<file path="config.mk">
export PLATFORM = sky130hd
export DESIGN_NAME = mrip_port
export DESIGN_NICKNAME = d
export VERILOG_FILES = /design/src/logic/mrip_pkg.sv /design/src/logic/mrip_port.sv
export SDC_FILE = /design/constraint.sdc
export NUM_CORES = 1
export LEC_CHECK = 0
export BUFFER_PORTS_ARGS = -buffer_cell sky130_fd_sc_hd__buf_4
export CORE_ASPECT_RATIO = 0.7
export CORE_UTILIZATION = 52
export CTS_CLUSTER_SIZE = 24
export DETAILED_ROUTE_END_ITERATION = 10
export PLACE_DENSITY_LB_ADDON = 0.2
export SETUP_SLACK_MARGIN = 0.05
export SKIP_LAST_GASP = 1
export SLEW_MARGIN = 30
export SYNTH_ARGS = -nofsm -noshare
export SYNTH_HDL_FRONTEND = slang
export SYNTH_SLANG_ARGS = --single-unit
export TNS_END_PERCENT = 10
</file>
<file path="constraint.sdc">
create_clock -name clk_i -period 6 [get_ports clk_i]
set_input_delay 1.8 -clock clk_i [delete_from_list [all_inputs] [get_ports clk_i]]
set_output_delay 1.8 -clock clk_i [all_outputs]
set_load 0.02 [all_outputs]
</file>
<file path="src/logic/mrip_pkg.sv">
// shared constants and carriers of the recall / interlock port
package mrip_pkg;

  // register byte offsets on the wishbone bus
  localparam logic [7:0] OFS_CTRL     = 8'h00; // control bits
  localparam logic [7:0] OFS_STATUS   = 8'h04; // live state, read only
  localparam logic [7:0] OFS_ACTIVE   = 8'h08; // active setting, read only
  localparam logic [7:0] OFS_IRQ_STAT = 8'h0C; // sticky events, read only
  localparam logic [7:0] OFS_IRQ_CLR  = 8'h10; // write one to clear
  localparam logic [7:0] OFS_IRQ_EN   = 8'h14; // interrupt enables

  // control register fields and reset value
  localparam int unsigned CTRL_RECALL_EN_BIT = 0; // accept recalls
  localparam int unsigned CTRL_START_EN_BIT  = 1; // accept starts
  localparam int unsigned CTRL_SW_START_BIT  = 2; // self clearing start
  localparam int unsigned CTRL_SW_STOP_BIT   = 3; // self clearing stop
  localparam logic [1:0]  CTRL_RESET         = 2'h3;

  // status register fields
  localparam int unsigned ST_READY_BIT   = 0;
  localparam int unsigned ST_TEST_BIT    = 1;
  localparam int unsigned ST_PROT_BIT    = 2;
  localparam int unsigned ST_ILK_BIT     = 3;
  localparam int unsigned ST_ILK_LAT_BIT = 4;

  // interrupt event fields
  localparam int unsigned IRQ_W            = 4;
  localparam int unsigned IRQ_RECALL_BIT   = 0; // recall carried out
  localparam int unsigned IRQ_REJECT_BIT   = 1; // recall refused
  localparam int unsigned IRQ_ILK_BIT      = 2; // interlock opened
  localparam int unsigned IRQ_PCLR_BIT     = 3; // protection cleared
  localparam logic [3:0]  IRQ_EN_RESET     = 4'h0;

  // recall categories, {bit1, bit0} of the category select pins
  localparam logic [1:0] CAT_ACW  = 2'h3; // ac withstand settings
  localparam logic [1:0] CAT_DCW  = 2'h2; // dc withstand settings
  localparam logic [1:0] CAT_IR   = 2'h1; // insulation resistance
  localparam logic [1:0] CAT_AUTO = 2'h0; // stored test programs

  // bcd limits and pin synchroniser
  localparam logic [3:0] BCD_MAX     = 4'h9;
  localparam logic [6:0] ENTRY_SCALE = 7'h0A; // tens digit weight
  localparam int unsigned PIN_W      = 12;
  localparam logic [11:0] PIN_IDLE   = 12'hFFF; // pulled-up level

  // test sequencing states
  typedef enum logic [2:0] {
    ST_READY = 3'b001,
    ST_TEST  = 3'b010,
    ST_PROT  = 3'b100
  } mrip_state_e;

  // connector pins as seen after synchronisation
  typedef struct packed {
    logic       strobe_n;
    logic [7:0] number_n;
    logic [1:0] category;
    logic       interlock_open;
  } mrip_pins_s;

  // one accepted recall
  typedef struct packed {
    logic [1:0] category;
    logic [6:0] entry;
  } mrip_recall_s;

endpackage

</file>
<file path="src/logic/mrip_port.sv">
// Functional notes
// - two select bits choose recall category
// - eight inputs are two active-low bcd digits
// - entries 0 to 99 load as active
// - open inputs read high, inactive
// - dc category refused on non-dc variant
// - open interlock protects, cuts output, disables testing
// - protected state ignores every start source
// - stop cannot clear while interlock open
// - close interlock first, then stop clears
// - comes up protected with interlock latched
// - open contact drives interlock signal high
// - ready output asserted during ready state
// - protection output asserted while protected
`timescale 1ns/1ns
`default_nettype none
module mrip_port #(
  parameter bit DC_CAPABLE = 1'b1 // variant with dc withstand
) (
  // clock and reset
  input  wire logic        clk_i,
  input  wire logic        rst_i,
  // wishbone classic slave
  input  wire logic        wb_cyc_i,
  input  wire logic        wb_stb_i,
  input  wire logic        wb_we_i,
  input  wire logic [7:0]  wb_adr_i,
  input  wire logic [3:0]  wb_sel_i,
  input  wire logic [31:0] wb_dat_i,
  output logic      [31:0] wb_dat_o,
  output logic             wb_ack_o,
  // connector pins, asynchronous
  input  wire logic        category_select_bit0_i,
  input  wire logic        category_select_bit1_i,
  input  wire logic [7:0]  recall_number_select_n_i,
  input  wire logic        recall_strobe_n_i,
  input  wire logic        interlock_open_i,
  // start and stop requests from internal decoders
  input  wire logic [3:0]  start_req_i,
  input  wire logic [3:0]  stop_req_i,
  input  wire logic        test_done_i,
  // connector and tester outputs
  output logic             ready_n_o,
  output logic             protection_o,
  output logic             test_output_en_o,
  output logic             recall_load_o,
  output logic      [1:0]  recall_category_o,
  output logic      [6:0]  recall_entry_o,
  output logic             irq_o
);

  // raw pin vector and its synchronised copy
  mrip_pkg::mrip_pins_s          pins_raw;   // straight from pads
  logic [mrip_pkg::PIN_W-1:0]   sync_w;     // after two flops
  mrip_pkg::mrip_pins_s          pins;       // typed view of sync_w

  assign pins_raw = {recall_strobe_n_i, recall_number_select_n_i,
                     category_select_bit1_i, category_select_bit0_i,
                     interlock_open_i};
  assign pins     = mrip_pkg::mrip_pins_s'(sync_w);

  // two flop synchroniser per pin, idle level high like the pull-ups
  genvar g;
  for (g = 0; g < mrip_pkg::PIN_W; g++) begin : g_sync
    logic meta_q;   // first stage, read only by the second
    logic stable_q; // second stage
    always_ff @(posedge clk_i) begin
      if (rst_i) begin
        meta_q   <= mrip_pkg::PIN_IDLE[g];
        stable_q <= mrip_pkg::PIN_IDLE[g];
      end else begin
        meta_q   <= pins_raw[g];
        stable_q <= meta_q;
      end
    end
    assign sync_w[g] = stable_q;
  end

  // control and state registers
  logic                       recall_en_q;  // software recall gate
  logic                       start_en_q;   // software start gate
  logic                       sw_start_q;   // one cycle command start
  logic                       sw_stop_q;    // one cycle command stop
  mrip_pkg::mrip_state_e      state_q;      // sequencing state
  mrip_pkg::mrip_state_e      state_d;
  logic                       ilk_lat_q;    // protection came from interlock
  logic                       ilk_prev_q;   // interlock one cycle ago
  logic                       strobe_prev_q;// strobe one cycle ago
  mrip_pkg::mrip_recall_s     active_q;     // active setting
  logic [mrip_pkg::IRQ_W-1:0] irq_stat_q;   // sticky events
  logic [mrip_pkg::IRQ_W-1:0] irq_en_q;     // event enables
  logic                       ack_q;        // bus acknowledge

  // recall decode
  logic       strobe_fall; // active edge of the strobe
  logic [3:0] tens_w;      // tens digit, active high
  logic [3:0] units_w;     // units digit, active high
  logic [6:0] entry_w;     // binary entry number
  logic       digits_ok;   // both digits are valid bcd
  logic       dc_bad;      // dc asked on a non-dc variant
  logic       accept_w;    // recall carried out this cycle
  logic       reject_w;    // strobe seen but refused
  logic       ilk_open;    // interlock contact open
  logic       start_any;   // start from any source
  logic       stop_any;    // stop from any source

  assign ilk_open    = pins.interlock_open;
  assign strobe_fall = strobe_prev_q & ~pins.strobe_n;
  assign tens_w      = ~pins.number_n[7:4];
  assign units_w     = ~pins.number_n[3:0];
  assign entry_w     = 7'({3'h0, tens_w} * mrip_pkg::ENTRY_SCALE)
                       + {3'h0, units_w};
  assign digits_ok   = (tens_w <= mrip_pkg::BCD_MAX) &&
                       (units_w <= mrip_pkg::BCD_MAX);
  assign dc_bad      = !DC_CAPABLE &&
                       (pins.category == mrip_pkg::CAT_DCW);
  // recalls only land while ready; others are refused and flagged
  assign accept_w    = strobe_fall && recall_en_q && digits_ok &&
                       !dc_bad && (state_q == mrip_pkg::ST_READY);
  assign reject_w    = strobe_fall && !accept_w;
  assign start_any   = ((|start_req_i) || sw_start_q) && start_en_q;
  assign stop_any    = (|stop_req_i) || sw_stop_q;

  // edge detect history for strobe and interlock
  always_ff @(posedge clk_i) begin
    if (rst_i) begin
      strobe_prev_q <= 1'b1;
      ilk_prev_q    <= 1'b1;
    end else begin
      strobe_prev_q <= pins.strobe_n;
      ilk_prev_q    <= ilk_open;
    end
  end

  // recall execution: load the chosen entry as the active one
  always_ff @(posedge clk_i) begin
    if (rst_i) begin
      recall_load_o     <= 1'b0;
      recall_category_o <= mrip_pkg::CAT_ACW;
      recall_entry_o    <= 7'h00;
      active_q          <= '0;
    end else begin
      recall_load_o <= accept_w;
      if (accept_w) begin
        recall_category_o <= pins.category;
        recall_entry_o    <= entry_w;
        active_q          <= {pins.category, entry_w};
      end
    end
  end

  // next state of test sequencing
  always_comb begin
    state_d = state_q;
    case (state_q)
      mrip_pkg::ST_READY: begin
        if (start_any) begin
          state_d = mrip_pkg::ST_TEST;
        end
      end
      mrip_pkg::ST_TEST: begin
        if (stop_any || test_done_i) begin
          state_d = mrip_pkg::ST_READY;
        end
      end
      mrip_pkg::ST_PROT: begin
        // starts ignored; stop clears only with the contact closed
        if (stop_any && !ilk_open) begin
          state_d = mrip_pkg::ST_READY;
        end
      end
      default: begin
        state_d = mrip_pkg::ST_PROT;
      end
    endcase
    // an open interlock overrides everything, stop included
    if (ilk_open) begin
      state_d = mrip_pkg::ST_PROT;
    end
  end

  // state and connector outputs, registered from the next state
  always_ff @(posedge clk_i) begin
    if (rst_i) begin
      state_q          <= mrip_pkg::ST_PROT;
      ilk_lat_q        <= 1'b1;
      ready_n_o        <= 1'b1;
      protection_o     <= 1'b1;
      test_output_en_o <= 1'b0;
    end else begin
      state_q          <= state_d;
      ready_n_o        <= (state_d != mrip_pkg::ST_READY);
      protection_o     <= (state_d == mrip_pkg::ST_PROT);
      test_output_en_o <= (state_d == mrip_pkg::ST_TEST);
      if (ilk_open) begin
        ilk_lat_q <= 1'b1;
      end else if (state_d != mrip_pkg::ST_PROT) begin
        ilk_lat_q <= 1'b0;
      end
    end
  end

  // bus decode
  logic        req_w;   // live request
  logic        wr_fire; // write lands at the acknowledged edge
  logic [31:0] rd_data; // read mux

  assign req_w   = wb_cyc_i && wb_stb_i;
  assign wr_fire = req_w && wb_we_i && ack_q && wb_sel_i[0];

  // acknowledge one cycle after the request, then drop
  always_ff @(posedge clk_i) begin
    if (rst_i) begin
      ack_q    <= 1'b0;
      wb_ack_o <= 1'b0;
      wb_dat_o <= 32'h0000_0000;
    end else begin
      ack_q    <= req_w && !ack_q;
      wb_ack_o <= req_w && !ack_q;
      if (req_w && !ack_q) begin
        wb_dat_o <= rd_data;
      end
    end
  end

  // read mux; unmapped and write-only offsets read zero
  always_comb begin
    rd_data = 32'h0000_0000;
    case (wb_adr_i)
      mrip_pkg::OFS_CTRL: begin
        rd_data[mrip_pkg::CTRL_RECALL_EN_BIT] = recall_en_q;
        rd_data[mrip_pkg::CTRL_START_EN_BIT]  = start_en_q;
      end
      mrip_pkg::OFS_STATUS: begin
        rd_data[mrip_pkg::ST_READY_BIT]   = state_q == mrip_pkg::ST_READY;
        rd_data[mrip_pkg::ST_TEST_BIT]    = state_q == mrip_pkg::ST_TEST;
        rd_data[mrip_pkg::ST_PROT_BIT]    = state_q == mrip_pkg::ST_PROT;
        rd_data[mrip_pkg::ST_ILK_BIT]     = ilk_open;
        rd_data[mrip_pkg::ST_ILK_LAT_BIT] = ilk_lat_q;
      end
      mrip_pkg::OFS_ACTIVE: begin
        rd_data[8:0] = active_q;
      end
      mrip_pkg::OFS_IRQ_STAT: begin
        rd_data[mrip_pkg::IRQ_W-1:0] = irq_stat_q;
      end
      mrip_pkg::OFS_IRQ_EN: begin
        rd_data[mrip_pkg::IRQ_W-1:0] = irq_en_q;
      end
      default: begin
        rd_data = 32'h0000_0000;
      end
    endcase
  end

  // control register, command bits clear themselves
  always_ff @(posedge clk_i) begin
    if (rst_i) begin
      recall_en_q <= mrip_pkg::CTRL_RESET[mrip_pkg::CTRL_RECALL_EN_BIT];
      start_en_q  <= mrip_pkg::CTRL_RESET[mrip_pkg::CTRL_START_EN_BIT];
      sw_start_q  <= 1'b0;
      sw_stop_q   <= 1'b0;
    end else begin
      sw_start_q <= 1'b0;
      sw_stop_q  <= 1'b0;
      if (wr_fire && wb_adr_i == mrip_pkg::OFS_CTRL) begin
        recall_en_q <= wb_dat_i[mrip_pkg::CTRL_RECALL_EN_BIT];
        start_en_q  <= wb_dat_i[mrip_pkg::CTRL_START_EN_BIT];
        sw_start_q  <= wb_dat_i[mrip_pkg::CTRL_SW_START_BIT];
        sw_stop_q   <= wb_dat_i[mrip_pkg::CTRL_SW_STOP_BIT];
      end
    end
  end

  // interrupt events; a new event wins over a clear in the same cycle
  logic [mrip_pkg::IRQ_W-1:0] ev_w;  // events this cycle
  logic [mrip_pkg::IRQ_W-1:0] clr_w; // clear mask this cycle

  assign ev_w  = {(state_q == mrip_pkg::ST_PROT) &&
                  (state_d == mrip_pkg::ST_READY),
                  ilk_open && !ilk_prev_q, reject_w, accept_w};
  assign clr_w = (wr_fire && wb_adr_i == mrip_pkg::OFS_IRQ_CLR) ?
                 wb_dat_i[mrip_pkg::IRQ_W-1:0] : '0;

  // sticky status, enables and the level interrupt
  always_ff @(posedge clk_i) begin
    if (rst_i) begin
      irq_stat_q <= '0;
      irq_en_q   <= mrip_pkg::IRQ_EN_RESET;
      irq_o      <= 1'b0;
    end else begin
      irq_stat_q <= (irq_stat_q & ~clr_w) | ev_w;
      irq_o      <= |(((irq_stat_q & ~clr_w) | ev_w) & irq_en_q);
      if (wr_fire && wb_adr_i == mrip_pkg::OFS_IRQ_EN) begin
        irq_en_q <= wb_dat_i[mrip_pkg::IRQ_W-1:0];
      end
    end
  end
endmodule
`default_nettype wire

</file>
### Word-level counts from Yosys, hierarchy flattened

Cells that the tools add are included.

* multiply operators: 1
* div/mod/pow operators: 0
* shift operators: 0
* $add $sub $neg: 1
* multiplexer cells: 10
* bitwise logic cells: 9
* reduce and logical (&&, ||, !) cells: 30
* $lt $le $gt $ge: 2
* equality and inequality tests: 13

Operators with widths (count)
* $logic_and A1 B1 Y1: 17
* $eq A8 B4 Y1 const B: 2
* $eq A8 B5 Y1 const B: 2
* $mux W3: 4
* $not A4 Y4: 3
* $reduce_or A4 Y1: 3
* $pmux W2 S5: 1
* $pmux W3 S3: 1
* $and A4 B4 Y4: 2
* $eq A8 B3 Y1 const B: 1
* $le A4 B4 Y1 const B: 2
* $logic_not A8 Y1: 1
* $mux W4: 2
* $pmux W2 S4: 1
* $add A7 B4 Y7: 1
* $eq A3 B1 Y1 const B: 2
* $eq A3 B2 Y1 const B: 2
* $eq A3 B3 Y1 const B: 2
* $mul A4 B3 Y6 const B: 1
* $logic_not A1 Y1: 4
* $or A4 B4 Y4: 1
* $reduce_or A2 Y1: 2
* $logic_or A1 B1 Y1: 3
* $ne A3 B1 Y1 const B: 1
* other kinds (4): 5

* bits in writable memories: 0
* logic and storage cells: 110
* bits of input ports: 70
* register bits: 68
* memory bits (read-only): 0
* output and inout port bits: 47
* memories: 0
* latch bits: 0

### Depth between registers and ports, before layout

* depth after elaboration: 11
* gate-level depth with buffers: 9
* depth with buffers taken out: 9

### Worst setup path after synthesis

No wires, ideal clock.

* path kind: input port to flip-flop
* from: input stop_req_i[0]
* to: register state_q[1]
* required time: 5.871 ns
* slack: 2.962 ns
* setup time: 0.129 ns
* path buffers: 0
* stages: 5
* arrival: 2.909 ns
* cells stage by stage: or4_1 o21ai_1 a21oi_1 o21ai_1 nor4b_1

* cells in the longest elaborated chain, start to end: 6
* elaborated cells between the ends (all ways): 8
* those cells by class: mux (4); reduce/logical (4)

Ends and longest elaborated chain
* start, declared: RTL line mrip_port.sv:40 `input wire logic [3:0] stop_req_i,`
* $reduce_or A4 Y1 (*): RTL line mrip_port.sv:122 `assign stop_any = (|stop_req_i) || sw_stop_q;`
* $logic_or A1 B1 Y1 (*): RTL line mrip_port.sv:122
* $logic_and A1 B1 Y1 / $logic_or A1 B1 Y1 (equally long branches): RTL line mrip_port.sv:168, mrip_port.sv:162
* $mux W3, on equally long branches: RTL line mrip_port.sv:168, mrip_port.sv:162
* $pmux W3 S3 (*): RTL line mrip_port.sv:155 `case (state_q)`
* $mux W3 (*): RTL line mrip_port.sv:177 `if (ilk_open) begin`
* end signal, assigned: RTL line mrip_port.sv:185 `state_q <= mrip_pkg::ST_PROT;`
* end signal, assigned: RTL line mrip_port.sv:191 `state_q <= state_d;`
* end, declared: RTL line mrip_port.sv:84 `mrip_pkg::mrip_state_e state_q;`

Every way passes the cells marked *; elsewhere a longest branch is shown, timed or not.
A chain may end at the register's enable or synchronous reset.

### Final worst setup path

* from: input wb_adr_i[3]
* to: register irq_o

* cells in the longest elaborated chain, start to end: 8

Ends and longest elaborated chain
* start, declared: RTL line mrip_port.sv:27 `input wire logic [7:0] wb_adr_i,`
* $eq A8 B5 Y1: RTL line mrip_port.sv:282 `assign clr_w = (wr_fire && wb_adr_i == mrip_pkg::OFS_IRQ_CLR) ?`
* $logic_and A1 B1 Y1: RTL line mrip_port.sv:282
* $mux W4: RTL line mrip_port.sv:282
* $not A4 Y4: RTL line mrip_port.sv:293 `irq_o <= |(((irq_stat_q & ~clr_w) | ev_w) & irq_en_q);`
* $and A4 B4 Y4: RTL line mrip_port.sv:293
* $or A4 B4 Y4: RTL line mrip_port.sv:293
* $and A4 B4 Y4: RTL line mrip_port.sv:293
* $reduce_or A4 Y1: RTL line mrip_port.sv:293
* end signal, assigned: RTL line mrip_port.sv:293
* end, declared: RTL line mrip_port.sv:49 `output logic irq_o`

Every way passes these cells.

==> results.json <==
{
  "status": "finished clean",
  "endpoint_kind": "register",
  "finalSetupTns_ps": 0,
  "hold_path.class": "reg -> reg",
  "hpwl_um": 4610,
  "cap_violations": 0,
  "synthesis.instances": 341,
  "vias_per_cell": 5.07,
  "placeableCoreArea_sq_um": 5450,
  "post-cts-setup-buffers": 0,
  "regArea_sq_um": 1360,
  "vias": 2375,
  "synth_area_leaders": "dfxtp_1 (44%), buf_4 (7.8%), or2_2 (5.3%)",
  "routed-wl-met3_um": 546,
  "p_leak_nw": 1.56,
  "overflow": 0,
  "gp_congestion": 0.846,
  "fin_util_pct": 66.7,
  "multi_input_area_sq_um": 1430,
  "fin_crit_sh_pct": 51.1,
  "cts_tree": "built",
  "finalCriticalPeriod_ps": 3070,
  "path_buf_inv": 1,
  "fill_cells": 466,
  "max_slew.worst_pin.slew_ps": 662,
  "synth_area_sq_um": 3060,
  "n_antenna_cell": 0,
  "peakVddDrop_uv": 216,
  "htreeDepth": 3,
  "drc": 0,
  "first_pass_iters": 4,
  "clk_latency_ps": 350,
  "ys.flop_type": "dfxtp_1",
  "power_density_nw_per_um2": 265,
  "wl_met1_um": 3150,
  "crit_chain": "buf_4, or3b_1, nor4_2, nand3_1, a21oi_1, nand4_1",
  "ys_seq_elements": 68,
  "synthTopCellsByCount": "dfxtp_1 (68), buf_4 (32), nor2_1 (30), nand2_1 (29), or2_2 (26)",
  "fp.dieW_um": 93.7,
  "worstPathArrival_ps": 3280,
  "grt_pass1_vias": 2048,
  "slowest_stage": "nor4_2",
  "wl_per_cell_um": 13.3,
  "slowest_delay_ps": 440,
  "total_power_mw": 0.962,
  "initial_core_util_pct": 56.2,
  "io_buffer_count": 62,
  "start_kind": "input port",
  "yosysTopAreaCellShare_pct": 44.4,
  "yosys_warnings": 0,
  "numClockSinks": 68,
  "ys_seq_area_share_pct": 44.4,
  "routed.top_layer": "met4",
  "routed_wl_um": 6240,
  "hold_slack_ps": 409,
  "clk_pin_slew_worst_paths_ps": 80,
  "grt_usage_pct": 21.6,
  "ctsHoldBuffers": 0,
  "critical_path_class": "in -> reg",
  "final_nets": 469,
  "finalHoldViolCount": 0,
  "antenna_left": 0,
  "fp.dieH_um": 66.2,
  "async_reset_ff_share_pct": 0,
  "drive_above_1_share_pct": 29.3,
  "rsz0062_at_grt": "no",
  "setup_violations": 0,
  "grt_max_degree": 64,
  "pin_count": 117,
  "slew_viol_final": 0,
  "crit_family": "simple AND/OR/NAND/NOR gates",
  "synthDistinctLibCells": 57,
  "slew_headroom_pct": 55.5,
  "syn_to_final_growth_pct": 18.7,
  "clockBufferDepth": 2,
  "fin_skew_ps": 10.7,
  "wl_met2_um": 2460,
  "row_count": 22,
  "synth_most_common_cell": "dfxtp_1",
  "cp_max_fo": 15,
  "grt_pass1_wl_um": 9970,
  "dieArea_sq_um": 6210,
  "antenna_found_initial": 0,
  "root_buffer": "clkbuf_8",
  "cp.required_ps": 6210,
  "clock.fmax_ghz": 0.326,
  "avgSynthCellArea_sq_um": 8.98,
  "synth_top_cell_by_area": "dfxtp_1",
  "cts_buffers": 9,
  "synth_edf_count": 0,
  "drt_iter0_drc": 171,
  "cts_resized": 0
}
-- power breakdown --
part	internal, mW	switching (mW)	leakage, nW
Combinational	0.0336	0.0441	0.893
Sequential	0.461	0.00569	0.555
Clock	0.236	0.181	0.110
Total	0.731	0.231	1.56
-- registers in the layout, summed over array words and instances, names as in the netlist, 2 cells and up --
register,count
recall_category_o,2
g_sync.stable_q,12
wb_dat_o,9
state_q,3
irq_en_q,4
g_sync.meta_q,12
active_q,9
irq_stat_q,4
-- per-stage QoR --
step / instances / worst slack [ps] / cell area [sq um]
final: 468 / 2930 / 3630
after global routing: 468 / 2820 / 3630
after CTS: 468 / 2960 / 3630
after detailed placement: 452 / 2600 / 3410
after global placement: 452 / 2580 / 3400
after floorplan: 363 / 2960 / 3150
-- final timing paths --
check,startpoint,to,slack [ps],depth (start not counted)
setup / recovery,wb_adr_i[3],irq_o,2930,6
setup reg to reg,g_sync[8].stable_q,active_q[6],3760,9
hold reg to reg,g_sync[7].meta_q,g_sync[7].stable_q,410,1
hold / removal,g_sync[7].meta_q,g_sync[7].stable_q,410,1
-- metal layers --
layer | vias up | global-route usage (%)
met5 | - | 0
met4 | 0 | 8.46
met3 | 9 | 6.09
met2 | 99 | 29.3
met1 | 1068 | 31.6
li1 | 1199 | -
-- placed cells by master (no fill, tap or decap), types with 3 or more instances in the layout --
master,Yosys,final
nor3_1,5,5
nor2_1,30,30
nor2b_1,4,4
a22oi_1,7,7
dfxtp_1,68,68
nand3b_1,5,5
clkbuf_8,0,9
conb_1,1,23
o21ai_0,10,10
buf_4,32,62
inv_1,17,17
a21oi_1,17,17
nand2b_1,3,3
nand2_1,29,29
nand3_1,9,9
mux2i_1,5,5
ha_1,6,6
nand4_1,5,5
or2_2,26,26
-- worst reg2reg max path: cells and delay by family (launching register included) --
kind	cells	cell delay, ps
adders and majority gates	3	920
DFF	1	380
AOI/OAI and AO/OA	1	60
buffers and inverters	2	150
and+or+nand+nor	3	600
-- cells by family after synthesis --
family	share of synthesized area (%)
buffers and inverters	11.8
multiplexers	2.74
AO/OA/AOI/OAI	11.9
flip-flops	44.4
other	0.122
XOR/XNOR	1.14
AND/OR/NAND/NOR	24.1
adder cells (fa/ha/maj)	3.76
-- final cells by class --
class	count	share of cell area [%]
inverter	17	1.76
clock buffer	9	3.41
clock inverter	7	2.72
multi-input combinational	233	39.4
timing repair buffer	62	12.8
sequential	68	37.5
tap	72	2.48
Power figures use the tool's default switching activity.
